$ cat src/flts_pkg.sv
/*
 * Constants, register map and carrier types of the sixteen-word table stack.
 * Assumes a single 100 MHz clock with a synchronous active-high reset.
 */

package flts_pkg;

    // ***************************************************************
    // Table geometry
    // ***************************************************************
    localparam int             WORD_W      = 32;
    localparam int             TABLE_DEPTH = 16;
    localparam int             PTR_W       = 4;
    localparam int             CNT_W       = 5;
    localparam logic [CNT_W-1:0] FULL_COUNT = 5'h10;
    localparam logic [PTR_W-1:0] PTR_ONE    = 4'h1;

    // ***************************************************************
    // Register offsets (byte addresses)
    // ***************************************************************
    localparam int             ADR_W        = 8;
    localparam logic [ADR_W-1:0] ADR_COILS    = 8'h00;
    localparam logic [ADR_W-1:0] ADR_WORD_IN  = 8'h04;
    localparam logic [ADR_W-1:0] ADR_WORD_OUT = 8'h08;
    localparam logic [ADR_W-1:0] ADR_STATUS   = 8'h0c;
    localparam logic [ADR_W-1:0] ADR_IRQ_STAT = 8'h10;
    localparam logic [ADR_W-1:0] ADR_IRQ_MASK = 8'h14;

    // ***************************************************************
    // Field positions
    // ***************************************************************
    localparam int COILS_W      = 5;
    localparam int COIL_EN      = 0;
    localparam int ST_EMPTY_BIT = 8;
    localparam int ST_FULL_BIT  = 9;
    localparam int EV_W         = 4;
    localparam int EV_WR_DONE   = 0;
    localparam int EV_RD_DONE   = 1;
    localparam int EV_WR_REFUSE = 2;
    localparam int EV_RD_REFUSE = 3;

    // ***************************************************************
    // Reset values
    // ***************************************************************
    localparam logic [COILS_W-1:0] RST_COILS = 5'h00;
    localparam logic [EV_W-1:0]    RST_EV    = 4'h0;
    localparam logic [WORD_W-1:0]  RST_WORD  = 32'h0000_0000;

    // ***************************************************************
    // Types
    // ***************************************************************
    typedef logic signed [WORD_W-1:0] flts_word_t;

    typedef enum logic [0:0] {
        FLTS_BUS_IDLE = 1'b0,
        FLTS_BUS_ACK  = 1'b1
    } flts_bus_state_t;

    // Command coils in the order of coil register bits 4 down to 1.
    typedef struct packed {
        logic clr;
        logic rd_new;
        logic rd_old;
        logic wr;
    } flts_cmd_t;

endpackage

$ cat src/flts_top.sv
/*
 * Sixteen-word table that is read either oldest-first or newest-first,
 * with its coils, operand and results behind a classic Wishbone slave.
 * Assumes one clock, synchronous active-high reset and one command at a time.
 */
`timescale 1ns/1ps

module flts_top (
    input  wire logic                              clk_i,
    input  wire logic                              rst_i,
    input  wire logic                              wb_cyc_i,
    input  wire logic                              wb_stb_i,
    input  wire logic                              wb_we_i,
    input  wire logic [flts_pkg::ADR_W-1:0]        wb_adr_i,
    input  wire logic [3:0]                        wb_sel_i,
    input  wire logic [31:0]                       wb_dat_i,
    output logic      [31:0]                       wb_dat_o,
    output logic                                   wb_ack_o,
    output flts_pkg::flts_word_t                   word_out_o,
    output logic      [flts_pkg::CNT_W-1:0]        entry_count_o,
    output logic                                   empty_flag_o,
    output logic                                   full_flag_o,
    output logic                                   irq_o
);

    // ***************************************************************
    // State
    // ***************************************************************
    typedef struct packed {
        flts_pkg::flts_bus_state_t             bus;
        logic [31:0]                           rdata;
        logic [flts_pkg::COILS_W-1:0]          coils;
        flts_pkg::flts_word_t                  word_in;
        flts_pkg::flts_word_t                  word_out;
        logic [flts_pkg::PTR_W-1:0]            head;
        logic [flts_pkg::CNT_W-1:0]            count;
        logic                                  pend;
        logic [flts_pkg::EV_W-1:0]             irq_stat;
        logic [flts_pkg::EV_W-1:0]             irq_mask;
    } flts_state_t;

    flts_state_t                   s_q;
    flts_state_t                   s_d;
    flts_pkg::flts_cmd_t           rise;
    logic [3:0]                    rise_vec;
    logic                          enable;
    logic                          clr_go;
    logic                          wr_go;
    logic                          wr_ok;
    logic                          rdo_go;
    logic                          rdn_go;
    logic                          rd_ok;
    logic                          is_empty;
    logic                          is_full;
    logic [flts_pkg::PTR_W-1:0]    waddr;
    logic [flts_pkg::PTR_W-1:0]    raddr;
    logic [flts_pkg::WORD_W-1:0]   mem_rdata;
    logic [flts_pkg::EV_W-1:0]     events;

    // Byte-lane merge shared by every writable register.
    function automatic logic [31:0] sel_merge(input logic [31:0] old_v,
                                              input logic [31:0] new_v,
                                              input logic [3:0]  sel);
        logic [31:0] r;
        r = old_v;
        for (int i = 0; i < 4; i++) begin
            if (sel[i]) begin
                r[8*i +: 8] = new_v[8*i +: 8];
            end
        end
        return r;
    endfunction

    // ***************************************************************
    // Command edges and table decisions
    // ***************************************************************
    flts_edge #(
        .W (4)
    ) u_edge (
        .clk_i   (clk_i),
        .rst_i   (rst_i),
        .level_i (s_q.coils[flts_pkg::COILS_W-1:1]),
        .rise_o  (rise_vec)
    );

    assign rise     = flts_pkg::flts_cmd_t'(rise_vec);
    assign enable   = s_q.coils[flts_pkg::COIL_EN];
    assign is_empty = (s_q.count == '0);
    assign is_full  = (s_q.count == flts_pkg::FULL_COUNT);
    assign clr_go   = enable & rise.clr;
    assign wr_go    = enable & rise.wr & ~clr_go;
    assign wr_ok    = wr_go & ~is_full;
    assign rdo_go   = enable & rise.rd_old & ~clr_go & ~wr_go;
    assign rdn_go   = enable & rise.rd_new & ~clr_go & ~wr_go & ~rdo_go;
    assign rd_ok    = (rdo_go | rdn_go) & ~is_empty;

    // Entries live in a ring from head; newest sits at head + count - 1.
    assign waddr = s_q.head + s_q.count[flts_pkg::PTR_W-1:0];
    assign raddr = rdo_go ? s_q.head
                          : s_q.head + s_q.count[flts_pkg::PTR_W-1:0] - flts_pkg::PTR_ONE;

    flts_mem #(
        .W     (flts_pkg::WORD_W),
        .DEPTH (flts_pkg::TABLE_DEPTH),
        .AW    (flts_pkg::PTR_W)
    ) u_mem (
        .clk_i   (clk_i),
        .rst_i   (rst_i),
        .we_i    (wr_ok),
        .waddr_i (waddr),
        .wdata_i (s_q.word_in),
        .raddr_i (raddr),
        .rdata_o (mem_rdata)
    );

    always_comb begin
        events                          = '0;
        events[flts_pkg::EV_WR_DONE]    = wr_ok;
        events[flts_pkg::EV_RD_DONE]    = rd_ok;
        events[flts_pkg::EV_WR_REFUSE]  = wr_go & is_full;
        events[flts_pkg::EV_RD_REFUSE]  = (rdo_go | rdn_go) & is_empty;
    end

    // ***************************************************************
    // Next state
    // ***************************************************************
    always_comb begin
        logic [flts_pkg::EV_W-1:0] w1c;
        logic [31:0]               merged;
        s_d    = s_q;
        w1c    = '0;
        merged = '0;

        // Bus slave: answer one cycle after the request, then go straight back to idle.
        case (s_q.bus)
            flts_pkg::FLTS_BUS_IDLE: begin
                if (wb_cyc_i && wb_stb_i) begin
                    s_d.bus   = flts_pkg::FLTS_BUS_ACK;
                    s_d.rdata = '0;
                    if (wb_adr_i == flts_pkg::ADR_COILS) begin
                        s_d.rdata[flts_pkg::COILS_W-1:0] = s_q.coils;
                        merged = sel_merge(32'(s_q.coils), wb_dat_i, wb_sel_i);
                        if (wb_we_i) begin
                            s_d.coils = merged[flts_pkg::COILS_W-1:0];
                        end
                    end else if (wb_adr_i == flts_pkg::ADR_WORD_IN) begin
                        s_d.rdata = s_q.word_in;
                        if (wb_we_i) begin
                            s_d.word_in = sel_merge(s_q.word_in, wb_dat_i, wb_sel_i);
                        end
                    end else if (wb_adr_i == flts_pkg::ADR_WORD_OUT) begin
                        s_d.rdata = s_q.word_out;
                    end else if (wb_adr_i == flts_pkg::ADR_STATUS) begin
                        s_d.rdata[flts_pkg::CNT_W-1:0]    = s_q.count;
                        s_d.rdata[flts_pkg::ST_EMPTY_BIT] = is_empty;
                        s_d.rdata[flts_pkg::ST_FULL_BIT]  = is_full;
                    end else if (wb_adr_i == flts_pkg::ADR_IRQ_STAT) begin
                        s_d.rdata[flts_pkg::EV_W-1:0] = s_q.irq_stat;
                        merged = sel_merge(32'h0000_0000, wb_dat_i, wb_sel_i);
                        if (wb_we_i) begin
                            w1c = merged[flts_pkg::EV_W-1:0];
                        end
                    end else if (wb_adr_i == flts_pkg::ADR_IRQ_MASK) begin
                        s_d.rdata[flts_pkg::EV_W-1:0] = s_q.irq_mask;
                        merged = sel_merge(32'(s_q.irq_mask), wb_dat_i, wb_sel_i);
                        if (wb_we_i) begin
                            s_d.irq_mask = merged[flts_pkg::EV_W-1:0];
                        end
                    end else begin
                        s_d.rdata = '0;
                    end
                end
            end
            flts_pkg::FLTS_BUS_ACK: begin
                s_d.bus = flts_pkg::FLTS_BUS_IDLE;
            end
            default: begin
                s_d.bus = flts_pkg::FLTS_BUS_IDLE;
            end
        endcase

        // A pending read picks up the registered memory word one cycle later.
        if (s_q.pend) begin
            s_d.pend     = 1'b0;
            s_d.word_out = mem_rdata;
        end

        if (clr_go) begin
            s_d.count = '0;
            s_d.head  = '0;
        end else if (wr_ok) begin
            s_d.count    = s_q.count + 5'h01;
            s_d.word_out = s_q.word_in;
        end else if (rd_ok) begin
            s_d.count = s_q.count - 5'h01;
            s_d.pend  = 1'b1;
            if (rdo_go) begin
                s_d.head = s_q.head + flts_pkg::PTR_ONE;
            end
        end

        // A new event wins over a clear written in the same cycle.
        s_d.irq_stat = (s_q.irq_stat & ~w1c) | events;
    end

    always_ff @(posedge clk_i) begin
        if (rst_i) begin
            s_q          <= '0;
            s_q.bus      <= flts_pkg::FLTS_BUS_IDLE;
            s_q.coils    <= flts_pkg::RST_COILS;
            s_q.word_in  <= flts_pkg::RST_WORD;
            s_q.word_out <= flts_pkg::RST_WORD;
            s_q.irq_stat <= flts_pkg::RST_EV;
            s_q.irq_mask <= flts_pkg::RST_EV;
        end else begin
            s_q <= s_d;
        end
    end

    // ***************************************************************
    // Outputs
    // ***************************************************************
    assign wb_dat_o      = s_q.rdata;
    assign wb_ack_o      = (s_q.bus == flts_pkg::FLTS_BUS_ACK);
    assign word_out_o    = s_q.word_out;
    assign entry_count_o = s_q.count;
    assign empty_flag_o  = is_empty;
    assign full_flag_o   = is_full;
    assign irq_o         = |(s_q.irq_stat & s_q.irq_mask);

    // ***************************************************************
    // Checks
    // ***************************************************************
    a_count_range: assert property (
        @(posedge clk_i) disable iff (rst_i) s_q.count <= flts_pkg::FULL_COUNT)
        else $error("entry count above sixteen");

    a_disabled_idle: assert property (
        @(posedge clk_i) disable iff (rst_i)
        !enable |=> s_q.count == $past(s_q.count) && s_q.head == $past(s_q.head))
        else $error("table changed while disabled");

    a_write_count: assert property (
        @(posedge clk_i) disable iff (rst_i)
        wr_ok |=> s_q.count == 5'($past(s_q.count) + 5'h01) && !empty_flag_o)
        else $error("write did not raise the count by one");

    a_write_echo: assert property (
        @(posedge clk_i) disable iff (rst_i)
        wr_ok |=> word_out_o == $past(s_q.word_in))
        else $error("written word not shown on output");

    a_full_refuse: assert property (
        @(posedge clk_i) disable iff (rst_i)
        enable && rise.wr && !rise.clr && is_full |=> s_q.count == flts_pkg::FULL_COUNT
        && full_flag_o)
        else $error("write accepted on a full table");

    a_clear_empties: assert property (
        @(posedge clk_i) disable iff (rst_i)
        clr_go |=> s_q.count == '0 && empty_flag_o && !full_flag_o)
        else $error("clear did not empty the table");

    a_read_count: assert property (
        @(posedge clk_i) disable iff (rst_i)
        rd_ok |=> s_q.count == 5'($past(s_q.count) - 5'h01) && !full_flag_o)
        else $error("read did not lower the count by one");

    a_empty_read: assert property (
        @(posedge clk_i) disable iff (rst_i)
        (rdo_go || rdn_go) && is_empty |=> s_q.count == '0 ##1 $stable(word_out_o))
        else $error("read on empty table changed state");

    a_read_output: assert property (
        @(posedge clk_i) disable iff (rst_i)
        rd_ok ##1 !wr_ok |=> word_out_o == $past(mem_rdata))
        else $error("read word not shown on output");

endmodule

$ cat src/flts_edge.sv
/*
 * Rising-edge detector for a group of command levels.
 * Assumes the levels are synchronous to clk_i; the pulse is combinational.
 */
`timescale 1ns/1ps

module flts_edge #(
    parameter int W = 4
) (
    input  wire logic         clk_i,
    input  wire logic         rst_i,
    input  wire logic [W-1:0] level_i,
    output logic      [W-1:0] rise_o
);

    typedef struct packed {
        logic [W-1:0] prev;
    } flts_edge_state_t;

    flts_edge_state_t s_q;
    flts_edge_state_t s_d;

    always_comb begin
        s_d      = s_q;
        s_d.prev = level_i;
    end

    always_ff @(posedge clk_i) begin
        if (rst_i) begin
            s_q <= '0;
        end else begin
            s_q <= s_d;
        end
    end

    // A level held high fires once only, so each edge is taken once.
    assign rise_o = level_i & ~s_q.prev;

endmodule

$ cat src/flts_mem.sv
/*
 * Small word memory with one write port and one registered read port.
 * Assumes write and read addresses are valid in the cycle they are given.
 */
`timescale 1ns/1ps

module flts_mem #(
    parameter int W     = 32,
    parameter int DEPTH = 16,
    parameter int AW    = 4
) (
    input  wire logic          clk_i,
    input  wire logic          rst_i,
    input  wire logic          we_i,
    input  wire logic [AW-1:0] waddr_i,
    input  wire logic [W-1:0]  wdata_i,
    input  wire logic [AW-1:0] raddr_i,
    output logic      [W-1:0]  rdata_o
);

    typedef struct packed {
        logic [DEPTH-1:0][W-1:0] cells;
        logic [W-1:0]            rdata;
    } flts_mem_state_t;

    flts_mem_state_t s_q;
    flts_mem_state_t s_d;

    always_comb begin
        s_d       = s_q;
        s_d.rdata = s_q.cells[raddr_i];
        if (we_i) begin
            s_d.cells[waddr_i] = wdata_i;
        end
    end

    always_ff @(posedge clk_i) begin
        if (rst_i) begin
            s_q <= '0;
        end else begin
            s_q <= s_d;
        end
    end

    assign rdata_o = s_q.rdata;

endmodule

$ cat config.mk
export PLATFORM = sky130hd
export DESIGN_NAME = flts_top
export DESIGN_NICKNAME = d
export VERILOG_FILES = /design/src/flts_pkg.sv /design/src/flts_top.sv /design/src/flts_edge.sv /design/src/flts_mem.sv
export SDC_FILE = /design/constraint.sdc
export NUM_CORES = 2
export LEC_CHECK = 0
export ABC_AREA = 1
export BUFFER_PORTS_ARGS = -buffer_cell sky130_fd_sc_hd__buf_2
export CORE_UTILIZATION = 55
export DETAILED_ROUTE_END_ITERATION = 8
export HOLD_SLACK_MARGIN = 0.08
export PLACE_DENSITY = 0.72
export SYNTH_ARGS = -nofsm -noshare
export SYNTH_HDL_FRONTEND = slang
export SYNTH_SLANG_ARGS = --single-unit
$ cat constraint.sdc
create_clock -name clk_i -period 3.5 [get_ports clk_i]
set_input_delay 0.35 -clock clk_i [delete_from_list [all_inputs] [get_ports clk_i]]
set_output_delay 0.35 -clock clk_i [all_outputs]
set_load 0.01 [all_outputs]
==> results.py <==
metrics = {
    "clocking": {
        "root_buffer": "clkbuf_16",
        "ctsResizeCount": 0,
        "cts.sinks": 668,
        "cts_inserted_buffers": 71,
        "cts_max_path_buffers": 3,
        "holdBufCountCts": 17,
        "cts_setup_buffers": 0,
        "insertion_delay_ps": 610,
        "clkTransAtPathRegs_ps": 60,
        "cts_max_level": 3,
        "cts_tree": "done",
    },
    "sta": {
        "setup_tns_ps": 0,
        "finalSetupViolCount": 0,
        "worst_pin_slew_ps": 1210,
        "max_freq_mhz": 340,
        "rsz0062_at_grt": "false",
        "slew_violations": 0,
        "final-hold-violation-count": 0,
        "fin_crit_sh_pct": 84.1,
        "min_period_ps": 2940,
        "hold_ws_ps": 98.8,
        "fin_worst_skew_ps": 23.2,
        "relSlewSlack_pct": 19.2,
    },
    "place": {
        "numPortBuffers": 121,
        "gp_congestion": 0.879,
        "place_area_mm2": 0.0305,
        "dp_cells": 4697,
        "dp_hpwl_um": 55800,
    },
    "die": {
        "die_h_um": 236,
        "die_w_um": 236,
        "core_mm2": 0.0539,
        "die_area_mm2": 0.0557,
        "start_util_pct": 55.9,
        "pin_count": 122,
        "num_rows": 85,
    },
    "worst_hold_path": {
        "min_to": "s_q[50]",
        "hold_class": "in2reg",
        "hold_start": "wb_dat_i[0]",
        "hold_depth": 3,
    },
    "route": {
        "drt-met1-wl_um": 40200,
        "wl_met2_um": 43200,
        "via_per_inst": 5.80,
        "vias": 28079,
        "drt-pass1-iter-count": 8,
        "ant_nets": 0,
        "post_drt_wl_per_cell_um": 19.9,
        "dr.max_layer_used": "met4",
        "drtIter0Drc": 3061,
        "wirelength_um": 96200,
        "met3_length_um": 8650,
        "drc": 0,
    },
    "yosys": {
        "synth.largest_area_cell": "dfxtp_1",
        "ys_ff_latch": 668,
        "yosysMostFrequentCell": "dfxtp_1",
        "synth.distinct_cells": 37,
        "synth_top_area_share_pct": 44.4,
        "synth_common_cells": "dfxtp_1 (668), a21oi_1 (663), o21ai_0 (581), nand3_1 (578), inv_1 (557)",
        "yosysWarnings": 0,
        "yosysSeqAreaShare_pct": 44.4,
        "synth_edf_count": 0,
        "synth.area.top_cells": "dfxtp_1 (44%), a21oi_1 (11%), o21ai_0 (9.7%)",
        "synthArstFlopShare_pct": 0,
        "synth_top_flop_cell": "dfxtp_1",
        "synth_nets": 4280,
        "syn-instance-count": 4219,
        "avgSynthCellArea_um2": 7.14,
        "netlist_area_mm2": 0.0301,
    },
    "setup_path": {
        "crit_path_start_kind": "register",
        "cp.required_ps": 3930,
        "ff2ff_setup_slack_ps": 560,
        "path_buf_inv": 3,
        "arrival_ps": 3380,
        "reg2reg_depth": 12,
        "r2r-end": "u_mem.rdata_o[17]",
        "slowest_delay_ps": 540,
        "slowest_stage": "fa_1",
        "r2r-start": "entry_count_o[0]",
        "crit_fanout": 64,
        "criticalPathCategory": "reg2reg",
        "crit_chain": "ha_1 -> fa_1 -> inv_1 -> ha_1 -> xnor2_1 -> nand2_1 -> o21ai_4 -> inv_2 -> buf_12 -> nand3_1 -> nand3_1 -> a21oi_1",
        "worst_setup_path_end_kind": "register",
        "path_delay_family": "adder cells",
    },
    "grt": {
        "grt_max_degree": 134,
        "grt-ovfl-total": 0,
        "grt_pass1_wl_um": 149000,
        "grt_pass1_vias": 25803,
        "antenna_found_initial": 1,
        "grt_usage_pct": 34.0,
    },
    "run": {
        "maxCapViolations": 0,
    },
    "power_and_ir_drop": {
        "ir_drop_mv": 0.324,
        "power.density_mw_per_mm2": 472,
        "p_leak_nw": 12.9,
    },
    "finish": {
        "final_net_count": 4152,
        "drive_gt1_share_pct": 8.71,
        "fin_area_mm2": 0.0331,
        "area_delta_synth_final_pct": 9.78,
        "antennaDiodeCount": 0,
        "layoutNonFillerInstCount": 4843,
    },
    "run_status": {
        "status": "finished clean",
    },
}
==> through the flow <==
stage,utilization [%],setup WS (ps),power (mW)
6_report,61.3,557,15.6
2_1_floorplan,-,990,7.94
3_3_place_gp,56.6,665,8.04
5_1_grt,61.3,409,16.0
4_1_cts,61.3,583,15.6
3_5_place_dp,56.6,584,8.04
==> cell type report <==
class / instances / area [um^2]
tap: 696 / 871
multi-input combinational: 2561 / 12600
clock buffer: 108 / 2130
clock inverter: 21 / 238
inverter: 573 / 2160
timing repair buffer: 216 / 1680
fill: 4873 / 20800
sequential: 668 / 13400
==> registers in the layout (all words and copies together), names as in the netlist <==
signal,flops
u_mem.s_q,512
s_q,49
u_mem.rdata_o,32
wb_dat_o,32
word_out_o,32
entry_count_o,5
u_edge.s_q,4
enable,1
wb_ack_o,1
==> where the power goes <==
| group | switching, mW | leakage, nW | total, mW | internal (mW) |
|---|---|---|---|---|
| Sequential | 0.00114 | 5.38 | 7.60 | 7.60 |
| Clock | 3.20 | 1.17 | 7.70 | 4.50 |
| Combinational | 0.201 | 6.39 | 0.288 | 0.0872 |
==> routing by layer <==
metal	up-vias	global-route usage (%)
met1	13022	45.0
met2	1264	53.3
met3	220	6.23
met5	-	0
li1	13573	-
met4	0	16.3
==> worst max path at each step <==
stage                                start                end  slack (ps)  cells past startpoint
after floorplan           entry_count_o[0]  u_mem.rdata_o[12]         990                     12
after global placement    entry_count_o[0]  u_mem.rdata_o[17]         670                     12
after detailed placement  entry_count_o[0]   u_mem.rdata_o[1]         580                     10
after CTS                 entry_count_o[0]   u_mem.rdata_o[1]         580                     10
after global routing      entry_count_o[0]   u_mem.rdata_o[0]         410                     10
final                     entry_count_o[0]  u_mem.rdata_o[17]         560                     12
==> kinds of logic after synthesis <==
family | Yosys count | share of synthesized area, %
simple gates | 1213 | 18.7
buf+inv | 990 | 13.9
flops | 668 | 44.4
fa+ha+maj | 12 | 0.523
xor+xnor | 3 | 0.0872
compound gates | 1332 | 22.4
mux | 1 | 0.0374
==> cell usage in the layout (no fill, tap or decap), types with 14 or more instances in the layout <==
cell type        n
a21oi_1        663
buf_12          25
buf_2          120
buf_4           54
clkbuf_1        17
clkbuf_16       72
clkbuf_8        19
dfxtp_1        667
dlygate4sd3_1   17
inv_1          557
nand2_1        508
nand2_2         14
nand3_1        578
nand3b_1        57
nor2_1          22
o21ai_0        581
o21ai_1         45
o22ai_1         27
==> worst min-delay path, delay by kind of cell <==
family	cells	cell delay, ps
buffers and inverters	2	180
AO/OA/AOI/OAI	1	130
Power figures use the tool's default switching activity.
